## src/core/uhcr_pkg.sv

```systemverilog
// Package with the offsets, field layout, encodings and timing of the host control register.
package uhcr_pkg;
	// Register offset from the operational register base.
	localparam logic [7:0] CTRL_OFFSET = 8'h04;
	// Field positions inside the control word.
	localparam int RATIO_LSB = 0;
	localparam int PERIODIC_BIT = 2;
	localparam int ISO_BIT = 3;
	localparam int CONTROL_BIT = 4;
	localparam int BULK_BIT = 5;
	localparam int STATE_LSB = 6;
	localparam int ROUTE_BIT = 8;
	localparam int WAKE_CONN_BIT = 9;
	localparam int WAKE_EN_BIT = 10;
	// Value after a hardware reset.
	localparam logic [31:0] CTRL_RESET = 32'h0000_0000;
	// Functional state encodings.
	localparam logic [1:0] STATE_RESET = 2'h0;
	localparam logic [1:0] STATE_RESUME = 2'h1;
	localparam logic [1:0] STATE_OPERATIONAL = 2'h2;
	localparam logic [1:0] STATE_SUSPEND = 2'h3;
	// Timing at the 10 MHz core clock.
	localparam int CLOCK_PERIOD_NS = 100;
	localparam int SOF_DELAY_NS = 1000000;
	localparam int FRAME_NS = 1000000;
	localparam int SOF_DELAY_CYC = (SOF_DELAY_NS + CLOCK_PERIOD_NS - 1) / CLOCK_PERIOD_NS;
	localparam int FRAME_CYC = FRAME_NS / CLOCK_PERIOD_NS;
	// Served-control counter width; ratio 4:1 needs a count up to 4.
	localparam int COUNT_W = 3;
	localparam logic [2:0] COUNT_RESET = 3'h0;
endpackage

```

## src/core/uhcr_sched_if.sv

```systemverilog
// Interface between the control register and the control/bulk ratio arbiter.
`timescale 1ns/1ns
interface uhcr_sched_if;
	logic [1:0] ratio;
	logic ctrl_on;
	logic bulk_on;
	logic ctrl_pending;
	logic bulk_pending;
	logic served;
	logic served_ctrl;
	logic pick_ctrl;
	logic pick_bulk;
	modport ctl (
		output ratio, ctrl_on, bulk_on, ctrl_pending, bulk_pending, served, served_ctrl,
		input pick_ctrl, pick_bulk
	);
	modport arb (
		input ratio, ctrl_on, bulk_on, ctrl_pending, bulk_pending, served, served_ctrl,
		output pick_ctrl, pick_bulk
	);
endinterface

```

## src/core/uhcr_control.sv

```systemverilog
// Host controller control register with functional state, frame start and list enables.
`timescale 1ns/1ns
module uhcr_control #(
	parameter int unsigned SOF_DELAY_CYCLES = uhcr_pkg::SOF_DELAY_CYC,
	parameter int unsigned FRAME_CYCLES = uhcr_pkg::FRAME_CYC
) (
	input wire logic clock,
	input wire logic reset_n,
	input wire logic [7:0] reg_addr,
	input wire logic reg_write,
	input wire logic reg_read,
	input wire logic [31:0] reg_wdata,
	output logic [31:0] reg_rdata,
	input wire logic soft_reset,
	input wire logic resume_detected,
	input wire logic downstream_resume,
	input wire logic status_irq_event,
	input wire logic iso_ed_found,
	input wire logic control_pending,
	input wire logic bulk_pending,
	input wire logic ed_served,
	input wire logic ed_served_ctrl,
	output logic [1:0] host_functional_state,
	output logic host_irq,
	output logic smi_irq,
	output logic remote_wakeup,
	output logic root_hub_reset,
	output logic port_reset_drive,
	output logic sof_pulse,
	output logic frame_start_flag,
	output logic periodic_go,
	output logic periodic_halt,
	output logic serve_control,
	output logic serve_bulk
);
	typedef enum logic [1:0] {SOF_IDLE, SOF_WAIT, SOF_RUN} uhcr_sof_t;

	// Stored fields of the control word.
	logic [1:0] fs;
	logic remote_wake_enable;
	logic remote_wake_connected;
	logic interrupt_route_select;
	logic bulk_list_on;
	logic control_list_on;
	logic isochronous_on;
	logic periodic_list_on;
	logic [1:0] ctrl_bulk_ratio;

	logic [1:0] next_fs;
	logic next_remote_wake_enable;
	logic next_remote_wake_connected;
	logic next_interrupt_route_select;
	logic next_bulk_list_on;
	logic next_control_list_on;
	logic next_isochronous_on;
	logic next_periodic_list_on;
	logic [1:0] next_ctrl_bulk_ratio;

	logic reg_hit;
	logic wr_hit;
	logic rd_hit;
	logic hw_resume;
	logic [31:0] ctrl_word;

	// Frame sequencer.
	uhcr_sof_t sof_state;
	uhcr_sof_t next_sof_state;
	logic [23:0] sof_count;
	logic [23:0] next_sof_count;
	logic is_oper;
	logic op_entry;
	logic delay_done;
	logic frame_done;
	logic sof_now;

	// Enables captured at the last frame start.
	logic frame_periodic;
	logic frame_iso;
	logic frame_control;
	logic frame_bulk;
	logic halt_set;
	logic next_periodic_halt;
	logic port_reset_hold;

	uhcr_sched_if sched ();

	// Address decode; only the control word answers in this block.
	assign reg_hit = reg_addr == uhcr_pkg::CTRL_OFFSET;
	assign wr_hit = reg_write & reg_hit;
	assign rd_hit = reg_read & reg_hit;

	// Reserved bits are neither stored nor returned, so a careless write is harmless.
	assign ctrl_word = {21'h000000,
		remote_wake_enable,
		remote_wake_connected,
		interrupt_route_select,
		fs,
		bulk_list_on,
		control_list_on,
		isochronous_on,
		periodic_list_on,
		ctrl_bulk_ratio};

	// Hardware may only step from suspend to resume; any other state is software's.
	assign hw_resume = (fs == uhcr_pkg::STATE_SUSPEND) & downstream_resume;

	// Software reset forces suspend and wins over a write in the same cycle.
	assign next_fs = soft_reset ? uhcr_pkg::STATE_SUSPEND :
		wr_hit ? reg_wdata[uhcr_pkg::STATE_LSB +: 2] :
		hw_resume ? uhcr_pkg::STATE_RESUME : fs;

	// Ownership and wake-connected survive a software reset.
	assign next_remote_wake_connected = wr_hit ?
		reg_wdata[uhcr_pkg::WAKE_CONN_BIT] : remote_wake_connected;
	assign next_interrupt_route_select = wr_hit ?
		reg_wdata[uhcr_pkg::ROUTE_BIT] : interrupt_route_select;

	// The remaining fields return to zero on a software reset.
	assign next_remote_wake_enable = soft_reset ? 1'b0 :
		wr_hit ? reg_wdata[uhcr_pkg::WAKE_EN_BIT] : remote_wake_enable;
	assign next_bulk_list_on = soft_reset ? 1'b0 :
		wr_hit ? reg_wdata[uhcr_pkg::BULK_BIT] : bulk_list_on;
	assign next_control_list_on = soft_reset ? 1'b0 :
		wr_hit ? reg_wdata[uhcr_pkg::CONTROL_BIT] : control_list_on;
	assign next_isochronous_on = soft_reset ? 1'b0 :
		wr_hit ? reg_wdata[uhcr_pkg::ISO_BIT] : isochronous_on;
	assign next_periodic_list_on = soft_reset ? 1'b0 :
		wr_hit ? reg_wdata[uhcr_pkg::PERIODIC_BIT] : periodic_list_on;
	assign next_ctrl_bulk_ratio = soft_reset ? 2'h0 :
		wr_hit ? reg_wdata[uhcr_pkg::RATIO_LSB +: 2] : ctrl_bulk_ratio;

	// Control word storage; a hardware reset clears every field.
	always_ff @(posedge clock or negedge reset_n) begin
		if (!reset_n) begin
			fs <= uhcr_pkg::STATE_RESET;
			remote_wake_enable <= 1'b0;
			remote_wake_connected <= 1'b0;
			interrupt_route_select <= 1'b0;
			bulk_list_on <= 1'b0;
			control_list_on <= 1'b0;
			isochronous_on <= 1'b0;
			periodic_list_on <= 1'b0;
			ctrl_bulk_ratio <= 2'h0;
		end else begin
			fs <= next_fs;
			remote_wake_enable <= next_remote_wake_enable;
			remote_wake_connected <= next_remote_wake_connected;
			interrupt_route_select <= next_interrupt_route_select;
			bulk_list_on <= next_bulk_list_on;
			control_list_on <= next_control_list_on;
			isochronous_on <= next_isochronous_on;
			periodic_list_on <= next_periodic_list_on;
			ctrl_bulk_ratio <= next_ctrl_bulk_ratio;
		end
	end

	// Frame timing: first start after the entry delay, then one per frame period.
	assign is_oper = fs == uhcr_pkg::STATE_OPERATIONAL;
	assign op_entry = (next_fs == uhcr_pkg::STATE_OPERATIONAL) & ~is_oper;
	assign delay_done = sof_count == 24'(SOF_DELAY_CYCLES - 1);
	assign frame_done = sof_count == 24'(FRAME_CYCLES - 1);
	assign sof_now = is_oper & (((sof_state == SOF_WAIT) & delay_done) |
		((sof_state == SOF_RUN) & frame_done));

	// Next state of the frame sequencer; leaving operational stops frames at once.
	always_comb begin
		next_sof_state = sof_state;
		next_sof_count = sof_count + 24'h1;
		unique case (sof_state)
			SOF_IDLE: begin
				next_sof_count = 24'h0;
			end
			SOF_WAIT: begin
				if (delay_done) begin
					next_sof_state = SOF_RUN;
					next_sof_count = 24'h0;
				end
			end
			SOF_RUN: begin
				if (frame_done) begin
					next_sof_count = 24'h0;
				end
			end
		endcase
		if (op_entry) begin
			next_sof_state = SOF_WAIT;
			next_sof_count = 24'h0;
		end else if (next_fs != uhcr_pkg::STATE_OPERATIONAL) begin
			next_sof_state = SOF_IDLE;
			next_sof_count = 24'h0;
		end
	end

	// Sequencer registers.
	always_ff @(posedge clock or negedge reset_n) begin
		if (!reset_n) begin
			sof_state <= SOF_IDLE;
			sof_count <= 24'h0;
		end else begin
			sof_state <= next_sof_state;
			sof_count <= next_sof_count;
		end
	end

	// Enables sampled at each frame start: a set counts from the next frame,
	// a clear stops the list no later than the next frame start.
	always_ff @(posedge clock or negedge reset_n) begin
		if (!reset_n) begin
			frame_periodic <= 1'b0;
			frame_iso <= 1'b0;
			frame_control <= 1'b0;
			frame_bulk <= 1'b0;
		end else if (!is_oper) begin
			frame_periodic <= 1'b0;
			frame_iso <= 1'b0;
			frame_control <= 1'b0;
			frame_bulk <= 1'b0;
		end else if (sof_now) begin
			frame_periodic <= periodic_list_on;
			frame_iso <= isochronous_on;
			frame_control <= control_list_on;
			frame_bulk <= bulk_list_on;
		end
	end

	// A disabled isochronous descriptor ends the periodic list for this frame.
	assign halt_set = periodic_go & iso_ed_found & ~frame_iso;
	assign next_periodic_halt = halt_set | (periodic_halt & ~sof_now & is_oper);

	// Control and bulk also follow the live bit, since the list is checked
	// each time the controller wants it; an early stop is still within bounds.
	assign sched.ratio = ctrl_bulk_ratio;
	assign sched.ctrl_on = frame_control & control_list_on;
	assign sched.bulk_on = frame_bulk & bulk_list_on;
	assign sched.ctrl_pending = control_pending;
	assign sched.bulk_pending = bulk_pending;
	assign sched.served = ed_served;
	assign sched.served_ctrl = ed_served_ctrl;

	uhcr_ratio_arb u_ratio_arb (
		.clock(clock),
		.reset_n(reset_n),
		.sched(sched)
	);

	// Port reset follows a hardware reset until software leaves the reset state; hub reset drops at the first clock after reset.
	always_ff @(posedge clock or negedge reset_n) begin
		if (!reset_n) begin
			port_reset_hold <= 1'b1;
		end else if (fs != uhcr_pkg::STATE_RESET) begin
			port_reset_hold <= 1'b0;
		end
	end

	// Registered outputs toward the system, the root hub and the list engine.
	always_ff @(posedge clock or negedge reset_n) begin
		if (!reset_n) begin
			reg_rdata <= 32'h0000_0000;
			host_functional_state <= uhcr_pkg::STATE_RESET;
			host_irq <= 1'b0;
			smi_irq <= 1'b0;
			remote_wakeup <= 1'b0;
			root_hub_reset <= 1'b1;
			port_reset_drive <= 1'b1;
			sof_pulse <= 1'b0;
			frame_start_flag <= 1'b0;
			periodic_go <= 1'b0;
			periodic_halt <= 1'b0;
			serve_control <= 1'b0;
			serve_bulk <= 1'b0;
		end else begin
			reg_rdata <= rd_hit ? ctrl_word : 32'h0000_0000;
			host_functional_state <= fs;
			host_irq <= status_irq_event & ~interrupt_route_select;
			smi_irq <= status_irq_event & interrupt_route_select;
			remote_wakeup <= remote_wake_enable & resume_detected;
			root_hub_reset <= 1'b0;
			port_reset_drive <= port_reset_hold & (fs == uhcr_pkg::STATE_RESET);
			sof_pulse <= sof_now;
			frame_start_flag <= sof_now;
			periodic_go <= frame_periodic & ~next_periodic_halt;
			periodic_halt <= next_periodic_halt;
			serve_control <= sched.pick_ctrl;
			serve_bulk <= sched.pick_bulk;
		end
	end
endmodule

```

## src/core/uhcr_ratio_arb.sv

```systemverilog
// Control versus bulk service ratio arbiter with a count kept across frames.
`timescale 1ns/1ns
module uhcr_ratio_arb (
	input wire logic clock,
	input wire logic reset_n,
	uhcr_sched_if.arb sched
);
	logic [uhcr_pkg::COUNT_W-1:0] served_count;
	logic [uhcr_pkg::COUNT_W-1:0] next_served_count;
	logic ctrl_ready;
	logic bulk_ready;
	logic under_ratio;

	// A control descriptor is preferred until the count passes the ratio.
	assign ctrl_ready = sched.ctrl_on & sched.ctrl_pending;
	assign bulk_ready = sched.bulk_on & sched.bulk_pending;
	assign under_ratio = served_count <= {1'b0, sched.ratio};
	assign sched.pick_ctrl = ctrl_ready & (under_ratio | ~bulk_ready);
	assign sched.pick_bulk = bulk_ready & ~sched.pick_ctrl;

	// Count saturates so a long run of control traffic cannot wrap it.
	assign next_served_count = !sched.served ? served_count :
		!sched.served_ctrl ? uhcr_pkg::COUNT_RESET :
		under_ratio ? served_count + 3'h1 : served_count;

	// Only a hardware reset or a served bulk descriptor clears the count; frame boundaries leave it alone.
	always_ff @(posedge clock or negedge reset_n) begin
		if (!reset_n) begin
			served_count <= uhcr_pkg::COUNT_RESET;
		end else begin
			served_count <= next_served_count;
		end
	end
endmodule

```

## config.mk

```make
export PLATFORM = sky130hd
export DESIGN_NAME = uhcr_control
export DESIGN_NICKNAME = d
export VERILOG_FILES = /design/src/core/uhcr_pkg.sv /design/src/core/uhcr_sched_if.sv /design/src/core/uhcr_control.sv /design/src/core/uhcr_ratio_arb.sv
export SDC_FILE = /design/constraint.sdc
export NUM_CORES = 1
export LEC_CHECK = 0
export BUFFER_PORTS_ARGS = -buffer_cell sky130_fd_sc_hd__buf_2
export CORE_MARGIN = 5
export CORE_UTILIZATION = 40
export CTS_CLUSTER_DIAMETER = 150
export DETAILED_ROUTE_END_ITERATION = 10
export PLACE_DENSITY = 0.75
export SLEW_MARGIN = 15
export SYNTH_ARGS = -nofsm -noshare
export SYNTH_HDL_FRONTEND = slang
export SYNTH_SLANG_ARGS = --single-unit
```

## constraint.sdc

```tcl
create_clock -name clock -period 2.6 [get_ports clock]
set_input_delay 0.13 -clock clock [delete_from_list [all_inputs] [get_ports clock]]
set_output_delay 0.13 -clock clock [all_outputs]
set_load 0.02 [all_outputs]
```

==> flow_summary.yaml <==
grt:
  grt_start_max_net_pins: 63
  grt_remaining_overflow: 0
  grt_pass1_wl_um: 11400
  antenna_violations_before_repair: 0
  grt_use_total_pct: 14.2
  first_global_vias: 2472
placed_design:
  routabilityCongestion: 0.755
  portBuffers: 55
  post-place-cells: 464
  post-dp-hpwl_um: 4810
clock_network:
  cts_num_sinks: 68
  cts_made_buffers: 9
  clock_pin_slew_reported_for_the_worst_setup_and_hold_paths_after_clock_tree_synthesis_ps: 80
  max-clock-path-buffers: 2
  ctsHtreeMaxLevel: 3
  worstSkewPairLatency_ps: 350
  cts_tree: "built"
  cts-root-buf: "clkbuf_8"
  cts_resized: 0
sta:
  final_period_minus_worst_setup_slack_ps: 2160
  grt_setup_unrepaired: "false"
  finalSetupViolCount: 0
  timing.final.max_slew_violations: 0
  tightestPinTransition_ps: 827
  timing.clock.skew_ps: 8.48
  max_slew_margin_pct: 44.9
  worst_hold_slack_ps: 15.4
  post-route-period-util_pct: 83.3
  setup_total_negative_slack_ps: 0
  finalHoldViolations: 0
  fmax_mhz: 462
floorplanning:
  io_pins: 98
  die_area_um2: 10100
  start_util_pct: 40.4
  die_w_um: 100
  rows: 33
  die_height_um: 100
  design.core.area_um2: 8090
finish:
  drive_above_1_share_pct: 22.3
  antenna_cells: 0
  finish.utilization_pct: 47.3
  flow.area_growth_from_synthesis_pct: 17.0
  fin_cells: 486
  design.final.nets: 435
routing:
  drc: 0
  route.detailed.wl_per_inst_um: 14.3
  viasPerCell: 5.23
  detailroute.via_count: 2541
  drt-initial-drc-count: 136
  postRouteAntennaNets: 0
  postRouteWirelength_um: 6950
  firstDrtPassIters: 4
worst_setup_path:
  worstPathRequired_ps: 2850
  critical_path.max_fanout: 9
  worstSetupPathType: "flip-flop to flip-flop"
  cp-end-kind: "flip-flop"
  critical_path_arrival_ps: 2420
  crit_path_start_kind: "flip-flop"
yosys:
  share_of_flip_flops_with_an_asynchronous_set_or_reset_after_synthesis_pct: 100
  post_synth_instance_area_um2: 3270
  post_synth.cell_area_avg_um2: 10.4
  number_of_instances_in_the_synthesized_netlist: 315
  main_flop_type_after_synthesis: "dfrtp_1"
  ys_types: 49
  ys_seq_elements: 68
  number_of_enable_flip_flop_cells_after_synthesis: 0
  part_of_the_yosys_area_used_for_sequential_elements_pct: 52.1
  ys_warn_count: 0
hold_path:
  hp-class: "input port to flip-flop"
pwr:
  vdd_ir_drop_max_v: 0.000195
  power_per_cell_area_nw_per_um2: 568
  power.static_leakage_nw: 1.68
run:
  max_cap_viol_count: 0
outcome:
  run_status: "completed"
metal layers:
metal	vias to the layer above	GRT usage, %	wire length (um)
li1	1214	-	-
met1	1229	16.9	2960
met2	87	24.4	3320
met3	11	3.32	563
met4	0	6.53	106
met5	-	0	0
where the power goes:
group | leakage (nW) | internal [mW] | total, mW | switching [mW]
Clock | 0.0958 | 0.447 | 0.868 | 0.422
Sequential | 0.918 | 1.08 | 1.10 | 0.0220
Combinational | 0.666 | 0.0754 | 0.205 | 0.130
Total | 1.68 | 1.60 | 2.18 | 0.573
cell families after synthesis:
group | Yosys count | share of synthesized area (%)
compound gates | 53 | 11.1
xor+xnor | 11 | 2.94
fa+ha+maj | 6 | 2.29
buf+inv | 44 | 7.99
flops | 68 | 52.1
other cells | 1 | 0.115
simple gates | 132 | 23.5
worst max-delay path, cell delays in order (launching register included):
cell and delay (ps):
dfrtp_1 390, ha_1 210, nand4_1 190, or3_1 520, or4_1 510, a211oi_1 240
synth_stat cells (7+ instances only):
| master | instances | share of area (%) |
|---|---|---|
| dfrtp_1 | 65 | 50 |
| nand2_1 | 31 | 3.6 |
| buf_4 | 25 | 5.7 |
| nor3_1 | 15 | 2.3 |
| and2_1 | 14 | 2.7 |
| a21oi_1 | 13 | 2.0 |
| a211oi_1 | 10 | 2.3 |
| o21ai_0 | 10 | 1.5 |
| clkbuf_1 | 9 | 1.0 |
| nand3_1 | 9 | 1.4 |
| nand4_1 | 9 | 1.7 |
| xnor2_1 | 9 | 2.4 |
| inv_1 | 8 | 0.92 |
| or4_1 | 7 | 1.6 |
cells in the final DEF (no fill, tap or decap), types with 6 or more instances in the layout:
| master | instances |
|---|---|
| dfrtp_1 | 65 |
| buf_2 | 55 |
| nand2_1 | 31 |
| conb_1 | 22 |
| nor3_1 | 15 |
| and2_1 | 14 |
| a21oi_1 | 13 |
| a211oi_1 | 10 |
| o21ai_0 | 10 |
| nand3_1 | 9 |
| nand4_1 | 9 |
| xnor2_1 | 9 |
| clkbuf_8 | 9 |
| inv_1 | 8 |
| or4_1 | 7 |
| o31ai_1 | 6 |
| nor2_1 | 6 |
| ha_1 | 6 |
| dlygate4sd3_1 | 6 |
layout make-up:
class | count | area (um2)
repair buffers | 65 | 378
clock inverters | 7 | 76.3
multi-input cells | 224 | 1390
inverters | 8 | 30.0
fillers | 735 | 4260
well taps | 105 | 131
clock buffers | 9 | 124
flip-flops and latches | 68 | 1710
path summary, 6_finish.rpt:
kind                                       start               endpoint  slack [ps]  cells past startpoint
min in group asynchronous                reset_n               host_irq         140                      2
setup / recovery                    sof_count[0]          sof_count[20]         440                      5
setup reg to reg                    sof_count[0]          sof_count[20]         440                      5
hold reg to reg            remote_wake_connected  remote_wake_connected         480                      2
hold / removal                      reg_wdata[7]                  fs[1]          20                      2
max in group asynchronous                reset_n        port_reset_hold        1850                      3
sequential cells by signal, indices dropped and copies added (netlist names), 2 cells and up:
register / cells
u_ratio_arb.served_count: 3
host_functional_state: 2
ctrl_bulk_ratio: 2
sof_state: 2
sof_count: 24
fs: 2
reg_rdata: 11
per-stage QoR:
stage               instance area [um2]  setup slack (ps)  power (mW)
floorplan                          3350               654        1.26
global placement                   3570               516        1.31
detailed placement                 3570               467        1.32
CTS                                3830               452        2.19
global route                       3830               321        2.27
finish                             3830               435        2.18
repair_timing:
| action | in CTS | in global routing |
|---|---|---|
| endpoints found under the hold margin | 70 | 0 |
| buffers inserted | 0 | 0 |
| setup endpoints to repair | 0 | 0 |
| hold buffers | 6 | 0 |
(Power assumes the default switching activity.)
